===== config.mk =====
export PLATFORM = sky130hd
export DESIGN_NAME = rssd_datapath
export DESIGN_NICKNAME = d
export VERILOG_FILES = /design/src/rssd_pkg.sv /design/src/rssd_subtractor.sv /design/src/rssd_unary_unit.sv /design/src/rssd_datapath.sv
export SDC_FILE = /design/constraint.sdc
export NUM_CORES = 1
export LEC_CHECK = 0
export BUFFER_PORTS_ARGS = -buffer_cell sky130_fd_sc_hd__buf_4
export CORE_AREA = 8 8 73 106
export DETAILED_ROUTE_END_ITERATION = 12
export DIE_AREA = 0 0 81 114
export PLACE_DENSITY = 0.91
export SLEW_MARGIN = 10
export SYNTH_ARGS = -nofsm -noshare
export SYNTH_HDL_FRONTEND = slang
export SYNTH_HIERARCHICAL = 1
export SYNTH_SLANG_ARGS = --single-unit

===== constraint.sdc =====
create_clock -name clk_in -period 6.1 [get_ports clk_in]
set_input_delay 0.61 -clock clk_in [delete_from_list [all_inputs] [get_ports clk_in]]
set_output_delay 0.61 -clock clk_in [all_outputs]
set_load 0.05 [all_outputs]

===== src/rssd_pkg.sv =====
package rssd_pkg;

	// ------------------------------------------------------------
	// Widths and constants
	// ------------------------------------------------------------
	localparam int unsigned RSSD_DATA_W   = 8;
	localparam int unsigned RSSD_ADDR_W   = 8;
	localparam int unsigned RSSD_MSB      = 7;
	localparam logic [7:0]  RSSD_ALL_ONES = 8'hff;
	localparam logic [7:0]  RSSD_ZERO     = 8'h00;
	localparam logic [7:0]  RSSD_STEP     = 8'h01;

	// ------------------------------------------------------------
	// Values after reset
	// ------------------------------------------------------------
	localparam logic [7:0]  RSSD_WORK_RST = 8'h00;
	localparam logic        RSSD_FLAG_RST = 1'b0;

	// ------------------------------------------------------------
	// Operation codes
	// ------------------------------------------------------------
	typedef enum logic [4:0] {
		RSSD_OP_NOP                             = 5'h00,
		RSSD_OP_ROTATE_LEFT_MEM                 = 5'h01,
		RSSD_OP_ROTATE_LEFT_TO_WORK             = 5'h02,
		RSSD_OP_ROTATE_LEFT_THRU_CARRY          = 5'h03,
		RSSD_OP_ROTATE_LEFT_THRU_CARRY_TO_WORK  = 5'h04,
		RSSD_OP_ROTATE_RIGHT_MEM                = 5'h05,
		RSSD_OP_ROTATE_RIGHT_TO_WORK            = 5'h06,
		RSSD_OP_ROTATE_RIGHT_THRU_CARRY         = 5'h07,
		RSSD_OP_ROTATE_RIGHT_THRU_CARRY_TO_WORK = 5'h08,
		RSSD_OP_MINUS_FROM_WORK                 = 5'h09,
		RSSD_OP_MINUS_IMM                       = 5'h0a,
		RSSD_OP_MINUS_INTO_MEM                  = 5'h0b,
		RSSD_OP_SUBTRACT_WITH_BORROW            = 5'h0c,
		RSSD_OP_SUBTRACT_WITH_BORROW_IMM        = 5'h0d,
		RSSD_OP_MINUS_BORROW_INTO_MEM           = 5'h0e,
		RSSD_OP_DECREMENT_SKIP_ZERO             = 5'h0f,
		RSSD_OP_DECREMENT_SKIP_TO_WORK          = 5'h10,
		RSSD_OP_INCREMENT_SKIP_ZERO             = 5'h11,
		RSSD_OP_INCREMENT_SKIP_TO_WORK          = 5'h12,
		RSSD_OP_SET_BYTE                        = 5'h13,
		RSSD_OP_SET_BIT                         = 5'h14,
		RSSD_OP_SKIP_IF_NONZERO                 = 5'h15,
		RSSD_OP_SKIP_IF_NONZERO_BIT             = 5'h16,
		RSSD_OP_SWAP_NIBBLES                    = 5'h17
	} rssd_op_type;

	// Gray-coded: normal cycle, then the cancelled second cycle of a skip.
	typedef enum logic [0:0] {
		RSSD_ST_RUN    = 1'b0,
		RSSD_ST_CANCEL = 1'b1
	} rssd_state_type;

	// ------------------------------------------------------------
	// Decode helpers
	// ------------------------------------------------------------
	function automatic logic rssd_is_subtract(input rssd_op_type op);
		return op inside {RSSD_OP_MINUS_FROM_WORK, RSSD_OP_MINUS_IMM, RSSD_OP_MINUS_INTO_MEM,
			RSSD_OP_SUBTRACT_WITH_BORROW, RSSD_OP_SUBTRACT_WITH_BORROW_IMM,
			RSSD_OP_MINUS_BORROW_INTO_MEM};
	endfunction

	function automatic logic rssd_uses_borrow(input rssd_op_type op);
		return op inside {RSSD_OP_SUBTRACT_WITH_BORROW, RSSD_OP_SUBTRACT_WITH_BORROW_IMM,
			RSSD_OP_MINUS_BORROW_INTO_MEM};
	endfunction

	function automatic logic rssd_writes_work(input rssd_op_type op);
		return op inside {RSSD_OP_ROTATE_LEFT_TO_WORK, RSSD_OP_ROTATE_LEFT_THRU_CARRY_TO_WORK,
			RSSD_OP_ROTATE_RIGHT_TO_WORK, RSSD_OP_ROTATE_RIGHT_THRU_CARRY_TO_WORK,
			RSSD_OP_MINUS_FROM_WORK, RSSD_OP_MINUS_IMM, RSSD_OP_SUBTRACT_WITH_BORROW,
			RSSD_OP_SUBTRACT_WITH_BORROW_IMM, RSSD_OP_DECREMENT_SKIP_TO_WORK,
			RSSD_OP_INCREMENT_SKIP_TO_WORK};
	endfunction

	function automatic logic rssd_writes_mem(input rssd_op_type op);
		return op inside {RSSD_OP_ROTATE_LEFT_MEM, RSSD_OP_ROTATE_LEFT_THRU_CARRY,
			RSSD_OP_ROTATE_RIGHT_MEM, RSSD_OP_ROTATE_RIGHT_THRU_CARRY, RSSD_OP_MINUS_INTO_MEM,
			RSSD_OP_MINUS_BORROW_INTO_MEM, RSSD_OP_DECREMENT_SKIP_ZERO,
			RSSD_OP_INCREMENT_SKIP_ZERO, RSSD_OP_SET_BYTE, RSSD_OP_SET_BIT,
			RSSD_OP_SWAP_NIBBLES};
	endfunction

endpackage


===== src/rssd_subtractor.sv =====
`timescale 1ns/1ps

module rssd_subtractor
	import rssd_pkg::*;
(
	// Operands
	input  wire logic [7:0] minuend_in,
	input  wire logic [7:0] subtrahend_in,
	input  wire logic       carry_in,
	input  wire logic       use_borrow_in,
	// Result and flags
	output logic      [7:0] diff_out,
	output logic            carry_out,
	output logic            signed_wrap_out,
	output logic            half_borrow_out,
	output logic            signed_borrow_out,
	output logic            zero_out
);
	logic [8:0] wide;
	logic [4:0] low;
	logic       borrow_in;

	always_comb begin
		// Carry is an inverted borrow, so a clear carry takes one more away.
		borrow_in         = use_borrow_in & ~carry_in;
		wide              = {1'b0, minuend_in} - {1'b0, subtrahend_in} - {8'h00, borrow_in};
		low               = {1'b0, minuend_in[3:0]} - {1'b0, subtrahend_in[3:0]}
			- {4'h0, borrow_in};
		diff_out          = wide[7:0];
		carry_out         = ~wide[8];
		half_borrow_out   = ~low[4];
		signed_wrap_out   = (minuend_in[RSSD_MSB] ^ subtrahend_in[RSSD_MSB])
			& (minuend_in[RSSD_MSB] ^ wide[RSSD_MSB]);
		// True sign of the signed difference, right even when it wrapped.
		signed_borrow_out = signed_wrap_out ^ wide[RSSD_MSB];
		zero_out          = (wide[7:0] == RSSD_ZERO);
	end

endmodule


===== src/rssd_unary_unit.sv =====
`timescale 1ns/1ps

module rssd_unary_unit
	import rssd_pkg::*;
(
	// Operation and operand
	input  rssd_pkg::rssd_op_type op_in,
	input  wire logic [7:0]       operand_in,
	input  wire logic             carry_in,
	input  wire logic [2:0]       bit_sel_in,
	// Result
	output logic      [7:0]       result_out,
	output logic                  carry_out,
	output logic                  skip_out
);
	logic [7:0] bit_mask;

	always_comb begin
		bit_mask   = RSSD_STEP << bit_sel_in;
		result_out = operand_in;
		carry_out  = carry_in;
		skip_out   = 1'b0;
		case (op_in)
			RSSD_OP_ROTATE_LEFT_MEM, RSSD_OP_ROTATE_LEFT_TO_WORK: begin
				result_out = {operand_in[6:0], operand_in[RSSD_MSB]};
			end
			RSSD_OP_ROTATE_LEFT_THRU_CARRY, RSSD_OP_ROTATE_LEFT_THRU_CARRY_TO_WORK: begin
				result_out = {operand_in[6:0], carry_in};
				carry_out  = operand_in[RSSD_MSB];
			end
			RSSD_OP_ROTATE_RIGHT_MEM, RSSD_OP_ROTATE_RIGHT_TO_WORK: begin
				result_out = {operand_in[0], operand_in[7:1]};
			end
			RSSD_OP_ROTATE_RIGHT_THRU_CARRY, RSSD_OP_ROTATE_RIGHT_THRU_CARRY_TO_WORK: begin
				result_out = {carry_in, operand_in[7:1]};
				carry_out  = operand_in[0];
			end
			RSSD_OP_DECREMENT_SKIP_ZERO, RSSD_OP_DECREMENT_SKIP_TO_WORK: begin
				result_out = operand_in - RSSD_STEP;
				skip_out   = (result_out == RSSD_ZERO);
			end
			RSSD_OP_INCREMENT_SKIP_ZERO, RSSD_OP_INCREMENT_SKIP_TO_WORK: begin
				result_out = operand_in + RSSD_STEP;
				skip_out   = (result_out == RSSD_ZERO);
			end
			RSSD_OP_SET_BYTE: begin
				result_out = RSSD_ALL_ONES;
			end
			RSSD_OP_SET_BIT: begin
				result_out = operand_in | bit_mask;
			end
			RSSD_OP_SKIP_IF_NONZERO: begin
				skip_out = (operand_in != RSSD_ZERO);
			end
			RSSD_OP_SKIP_IF_NONZERO_BIT: begin
				skip_out = ((operand_in & bit_mask) != RSSD_ZERO);
			end
			RSSD_OP_SWAP_NIBBLES: begin
				result_out = {operand_in[3:0], operand_in[7:4]};
			end
			default: begin
				result_out = operand_in;
			end
		endcase
	end

endmodule


===== src/rssd_datapath.sv =====
// Operation
// - Rotate left moves bit 7 to bit 0; flags unchanged.
// - Rotate left through carry: old carry to bit 0, bit 7 to carry.
// - Rotate right moves bit 0 to bit 7; flags unchanged.
// - Rotate right through carry: old carry to bit 7, bit 0 to carry.
// - Rotates to the working register leave the memory byte untouched.
// - Subtraction carry is cleared on negative result, set on zero or positive.
// - Subtract with borrow: work minus operand minus inverted carry, into work.
// - Every subtract updates wrap, zero, half borrow, carry, signed borrow, chained null.
// - Memory-destination subtracts write the difference back to the memory byte.
// - Immediate subtract takes the embedded constant from work, result to work.
// - Immediate subtract with borrow also takes inverted carry, result to work.
// - Decrement-skip writes byte minus one back, skips on zero, no flags.
// - Decrement-skip to work puts result in work, memory unchanged, skips on zero.
// - Increment-skip writes byte plus one back, skips on wrap to zero, no flags.
// - Increment-skip to work puts result in work, memory unchanged, skips on zero.
// - A skip-type operation takes two instruction cycles when the skip is taken, one when it is not.
// - Byte set writes all ones to the memory byte, flags unchanged.
// - Bit set forces only the selected bit to one, flags unchanged.
// - Non-zero tests skip when byte or selected bit is non-zero; no flags.
// - Nibble swap exchanges upper and lower halves of the memory byte.
// - Nibble swap puts bits 7-4 in 3-0 and 3-0 in 7-4; no flags.
`timescale 1ns/1ps

module rssd_datapath
	import rssd_pkg::*;
#(
	parameter int unsigned ADDR_W = rssd_pkg::RSSD_ADDR_W
)(
	// Clock and reset
	input  wire logic              clk_in,
	input  wire logic              sys_rst_in,
	// Operation from the sequencer
	input  wire logic              op_valid_in,
	input  rssd_pkg::rssd_op_type  op_code_in,
	input  wire logic [ADDR_W-1:0] mem_addr_in,
	input  wire logic [7:0]        mem_rd_data_in,
	input  wire logic [7:0]        imm_data_in,
	input  wire logic [2:0]        bit_sel_in,
	// Data memory write-back
	output logic                   mem_wr_en_out,
	output logic      [ADDR_W-1:0] mem_wr_addr_out,
	output logic      [7:0]        mem_wr_data_out,
	// Sequencer handshake
	output logic                   ready_out,
	output logic                   done_out,
	output logic                   cancel_out,
	// Working register and status flags
	output logic      [7:0]        working_register_out,
	output logic                   carry_flag_out,
	output logic                   zero_flag_out,
	output logic                   signed_wrap_flag_out,
	output logic                   half_borrow_flag_out,
	output logic                   signed_borrow_flag_out,
	output logic                   chained_null_flag_out
);

	// ------------------------------------------------------------
	// State
	// ------------------------------------------------------------
	typedef struct packed {
		rssd_state_type    state;
		logic              ready;
		logic              done;
		logic              cancel;
		logic              mem_we;
		logic [ADDR_W-1:0] addr;
		logic [7:0]        wdata;
		logic [7:0]        work;
		logic              carry;
		logic              zero;
		logic              wrap;
		logic              half;
		logic              sborrow;
		logic              cnull;
	} rssd_regs_type;

	rssd_regs_type st_r;
	rssd_regs_type st_nxt;

	// ------------------------------------------------------------
	// Operand selection and arithmetic
	// ------------------------------------------------------------
	logic       take;
	logic       imm_form;
	logic [7:0] sub_rhs;
	logic [7:0] sub_diff;
	logic       sub_carry;
	logic       sub_wrap;
	logic       sub_half;
	logic       sub_sborrow;
	logic       sub_zero;
	logic [7:0] un_result;
	logic       un_carry;
	logic       un_skip;

	// An operation presented while the cancelled cycle runs is the instruction
	// being squashed, so it is never taken.
	assign take     = op_valid_in & (st_r.state == RSSD_ST_RUN);
	assign imm_form = (op_code_in == RSSD_OP_MINUS_IMM)
		| (op_code_in == RSSD_OP_SUBTRACT_WITH_BORROW_IMM);
	assign sub_rhs  = imm_form ? imm_data_in : mem_rd_data_in;

	rssd_subtractor u_sub (
		.minuend_in        (st_r.work),
		.subtrahend_in     (sub_rhs),
		.carry_in          (st_r.carry),
		.use_borrow_in     (rssd_uses_borrow(op_code_in)),
		.diff_out          (sub_diff),
		.carry_out         (sub_carry),
		.signed_wrap_out   (sub_wrap),
		.half_borrow_out   (sub_half),
		.signed_borrow_out (sub_sborrow),
		.zero_out          (sub_zero)
	);

	rssd_unary_unit u_unary (
		.op_in      (op_code_in),
		.operand_in (mem_rd_data_in),
		.carry_in   (st_r.carry),
		.bit_sel_in (bit_sel_in),
		.result_out (un_result),
		.carry_out  (un_carry),
		.skip_out   (un_skip)
	);

	// ------------------------------------------------------------
	// Next state
	// ------------------------------------------------------------
	always_comb begin
		logic [7:0] result;
		logic       is_sub;
		result          = RSSD_ZERO;
		is_sub          = rssd_is_subtract(op_code_in);
		st_nxt          = st_r;
		st_nxt.done     = 1'b0;
		st_nxt.cancel   = 1'b0;
		st_nxt.mem_we   = 1'b0;
		st_nxt.ready    = 1'b1;
		case (st_r.state)
			RSSD_ST_RUN: begin
				if (take) begin
					result      = is_sub ? sub_diff : un_result;
					st_nxt.done = 1'b1;
					st_nxt.addr = mem_addr_in;
					if (rssd_writes_mem(op_code_in)) begin
						st_nxt.mem_we = 1'b1;
						st_nxt.wdata  = result;
					end
					if (rssd_writes_work(op_code_in)) begin
						st_nxt.work = result;
					end
					if (is_sub) begin
						st_nxt.carry   = sub_carry;
						st_nxt.zero    = sub_zero;
						st_nxt.wrap    = sub_wrap;
						st_nxt.half    = sub_half;
						st_nxt.sborrow = sub_sborrow;
						// Chained forms keep a zero only if the earlier byte was zero too.
						st_nxt.cnull   = rssd_uses_borrow(op_code_in)
							? (sub_zero & st_r.cnull) : sub_zero;
					end else begin
						// Only the through-carry rotates change a flag at all.
						st_nxt.carry = un_carry;
					end
					if (un_skip && !is_sub) begin
						st_nxt.state  = RSSD_ST_CANCEL;
						st_nxt.ready  = 1'b0;
						st_nxt.cancel = 1'b1;
					end
				end
			end
			RSSD_ST_CANCEL: begin
				// The dummy cycle: whatever the sequencer shows now is dropped.
				st_nxt.state = RSSD_ST_RUN;
			end
			default: begin
				st_nxt.state = RSSD_ST_RUN;
			end
		endcase
	end

	// ------------------------------------------------------------
	// Registers
	// ------------------------------------------------------------
	always_ff @(posedge clk_in or posedge sys_rst_in) begin
		if (sys_rst_in) begin
			st_r.state   <= RSSD_ST_RUN;
			st_r.ready   <= 1'b0;
			st_r.done    <= 1'b0;
			st_r.cancel  <= 1'b0;
			st_r.mem_we  <= 1'b0;
			st_r.addr    <= '0;
			st_r.wdata   <= RSSD_ZERO;
			st_r.work    <= RSSD_WORK_RST;
			st_r.carry   <= RSSD_FLAG_RST;
			st_r.zero    <= RSSD_FLAG_RST;
			st_r.wrap    <= RSSD_FLAG_RST;
			st_r.half    <= RSSD_FLAG_RST;
			st_r.sborrow <= RSSD_FLAG_RST;
			st_r.cnull   <= RSSD_FLAG_RST;
		end else begin
			st_r <= st_nxt;
		end
	end

	// ------------------------------------------------------------
	// Outputs
	// ------------------------------------------------------------
	assign mem_wr_en_out          = st_r.mem_we;
	assign mem_wr_addr_out        = st_r.addr;
	assign mem_wr_data_out        = st_r.wdata;
	assign ready_out              = st_r.ready;
	assign done_out               = st_r.done;
	assign cancel_out             = st_r.cancel;
	assign working_register_out   = st_r.work;
	assign carry_flag_out         = st_r.carry;
	assign zero_flag_out          = st_r.zero;
	assign signed_wrap_flag_out   = st_r.wrap;
	assign half_borrow_flag_out   = st_r.half;
	assign signed_borrow_flag_out = st_r.sborrow;
	assign chained_null_flag_out  = st_r.cnull;

endmodule


==> flow_summary_export.csv <==
group,metric,value,unit
logic_synthesis,synth_nets,465,
cells_and_area,layout_common_cells,"69 x buf_4, 47 x nand2_1, 34 x mux2_2, 34 x dfrtp_1, 33 x inv_1",
logic_synthesis,synth_edf_count,0,
clocking,clk_pin_slew_worst_paths,0.08,ns
grt,grt.total_usage,23.08,%
status,status,"finished, final reports clean",
setup_path,r2r-end,"working_register_out[6]",
cells_and_area,final_common_cell,"buf_4",
sta,final.period_utilization,71.52,%
detailed_routing,first_pass_iters,5,
floorplan,dieArea,9234,um2
grt,grt_pass1_wl,16870,um
logic_synthesis,synth_cell_types,70,
cells_and_area,syn2layout_area_growth,18.44,%
floorplan,fp.dieH,114,um
setup_path,start_kind,"input pin",
clocking,cts_buffers,5,
grt,grt_pass1_vias,3337,
power_and_ir_drop,vdd_drop_max,0.4623,mV
setup_path,critPathCaptureType,"register",
detailed_routing,via_per_inst,6.341,
detailed_routing,first_iter_violations,349,
setup_path,cp_data_arrival_time,4.54,ns
detailed_routing,wl_per_cell,20.02,um
cells_and_area,drive_gt1_share,28.51,%
logic_synthesis,synthXorXnorAreaFrac,5.497,%
setup_path,ff2ff_path_depth,9,
worst_hold_path,holdCritPathClass,"input pin to async pin",
cells_and_area,fin_util,66.84,%
clocking,clk_latency,0.30,ns
grt,grt_max_degree,35,
logic_synthesis,ys_ff_latch,34,
sta,drv_slew,0,
power_and_ir_drop,power.density,420.5,nW/um2
sta,report.final.hold_viol_count,0,
sta,fin_setup_tns,0,ns
clocking,clockBufferDepth,2,
placement,place_inst,529,
setup_path,cp_top_family,"compound AO/OA/AOI/OAI gates",
logic_synthesis,synth_top_family_by_area,"simple AND/OR/NAND/NOR gates",
logic_synthesis,syn_avg_cell_area,8.459,um2
logic_synthesis,async_flop_share,100.0,%
detailed_routing,vias,3405,
cells_and_area,nets,518,
logic_synthesis,synthFlopType,"dfrtp_1",
placement,dpl.hpwl,7858,um
sta,holdWs,0.4055,ns
job,cap_violations,0,
clocking,cts_tree,"done",
setup_path,slowest_delay,0.72,ns
sta,setup_viol,0,
setup_path,crit_chain,"buf_4 -> nor3b_1 -> o21ai_1 -> mux2_2 -> inv_1 -> fa_1 -> fa_1 -> nand2b_1 -> a2111oi_0 -> nor2_1 -> xnor2_1 -> mux2_2 -> mux2_2",
placement,placed_cell_area,3960,um2
logic_synthesis,synth_area,3460,um2
logic_synthesis,synth_fa_ha_area_share,8.029,%
clocking,post_cts_buffers,0,
detailed_routing,drtAntennaViolNets,0,
clocking,ctsHoldBuffers,0,
floorplan,rows,35,
setup_path,r2r-start,"carry_flag_out",
logic_synthesis,synth-compound-area-share,18.34,%
setup_path,cp_data_required_time,6.28,ns
logic_synthesis,ys_seq_area_share,24.59,%
clocking,htree_levels,2,
grt,grt-ovfl-total,0,
clocking,cts_root_buffer,"clkbuf_8",
floorplan,die_w,81,um
floorplan,io_pins,69,
sta,relSlewSlack,46.06,%
sta,setup_slack,1.737,ns
setup_path,cp-startpoint,"op_code_in[2]",
clocking,numClockSinks,34,
detailed_routing,wirelength,10750,um
setup_path,ff2ff_setup_slack,2.72,ns
sta,rsz0062_at_grt,"false",
setup_path,cpMostUsedCell,"mux2_2",
sta,worstMarginPinSlew,0.8092,ns
placement,preCtsSetupSlack,1.598,ns
cells_and_area,final_area,4098,um2
power_and_ir_drop,fin_total_pwr,1.723,mW
logic_synthesis,ys.warnings.count,6,
logic_synthesis,synth.area.mux_share,13.67,%
placement,io_buffers,68,
cells_and_area,layoutNonFillerInstCount,537,
sta,finClkSkew,0.008518,ns
setup_path,path_buf_inv,2,
placement,gp_congestion,0.9518,
power_and_ir_drop,p_leak,1.849,nW
setup_path,crit_fanout,34,
setup_path,path_class,"input pin to register",
floorplan,coreArea,6131,um2
clocking,post_cts_resized,0,
logic_synthesis,yosys.area_share.simple,23.00,%
setup_path,cp_slowest_cell,"a2111oi_0",
grt,antenna_found_initial,0,
detailed_routing,post-route-drc-count,0,
logic_synthesis,syn_inst,409,
floorplan,initial_utilization,56.43,%
cells_and_area,diodes,0,
sta,fmax,0.2292,GHz
sta,fin_crit,4.363,ns
worst max path at each step:
stage | end | depth (start not counted)
finish | working_register_out[6] | 13
global route | working_register_out[6] | 13
CTS | working_register_out[6] | 13
detailed placement | working_register_out[6] | 13
global placement | mem_wr_data_out[6] | 13
floorplan | mem_wr_data_out[6] | 13
per-layer routing:
layer  global-route usage [%]  wire, um  vias up
li1                         -         -     1577
met1                    24.93      3955     1622
met2                    41.08      5756      165
met3                    3.858       591       41
met4                    11.98       450        0
met5                        0         0        -
layout make-up:
type | count | area, um2
clock inverter | 3 | 68.82
inverter | 34 | 127.6
fill | 482 | 2033
timing repair buffer | 69 | 518.0
sequential | 34 | 850.8
tap | 74 | 92.59
multi-input combinational | 318 | 2371
clock buffer | 5 | 68.82
tightest hold or removal path: cells and delay by family:
kind	cells	cell delay, ns
buf+inv	3	0.52
synthesized netlist by cell type, types with 7 or more instances:
cell type / n / area (um2)
o21ai_0: 16 / 80.08
nand3_1: 11 / 55.05
a22oi_1: 7 / 52.55
clkbuf_1: 11 / 41.29
nor2_1: 26 / 97.59
ha_1: 19 / 237.7
mux2_2: 34 / 382.9
dfrtp_1: 34 / 850.8
a21oi_1: 20 / 100.1
buf_2: 7 / 35.03
inv_1: 33 / 123.9
nor2b_1: 7 / 43.79
nand2_1: 47 / 176.4
xnor2_1: 12 / 105.1
cells by family after synthesis:
logic type               after synthesis
AND/OR/NAND/NOR                      148
AO/OA/AOI/OAI                         88
buffers and inverters                 57
multiplexers                          41
flip-flops                            34
adder cells (fa/ha/maj)               21
XOR/XNOR                              20
where the power goes:
part	leakage (nW)	internal, mW	switching [mW]
sequential	0.409	0.299	0.0655
combinational	1.37	0.414	0.691
clock	0.0683	0.164	0.0893
(Power assumes the default switching activity.)
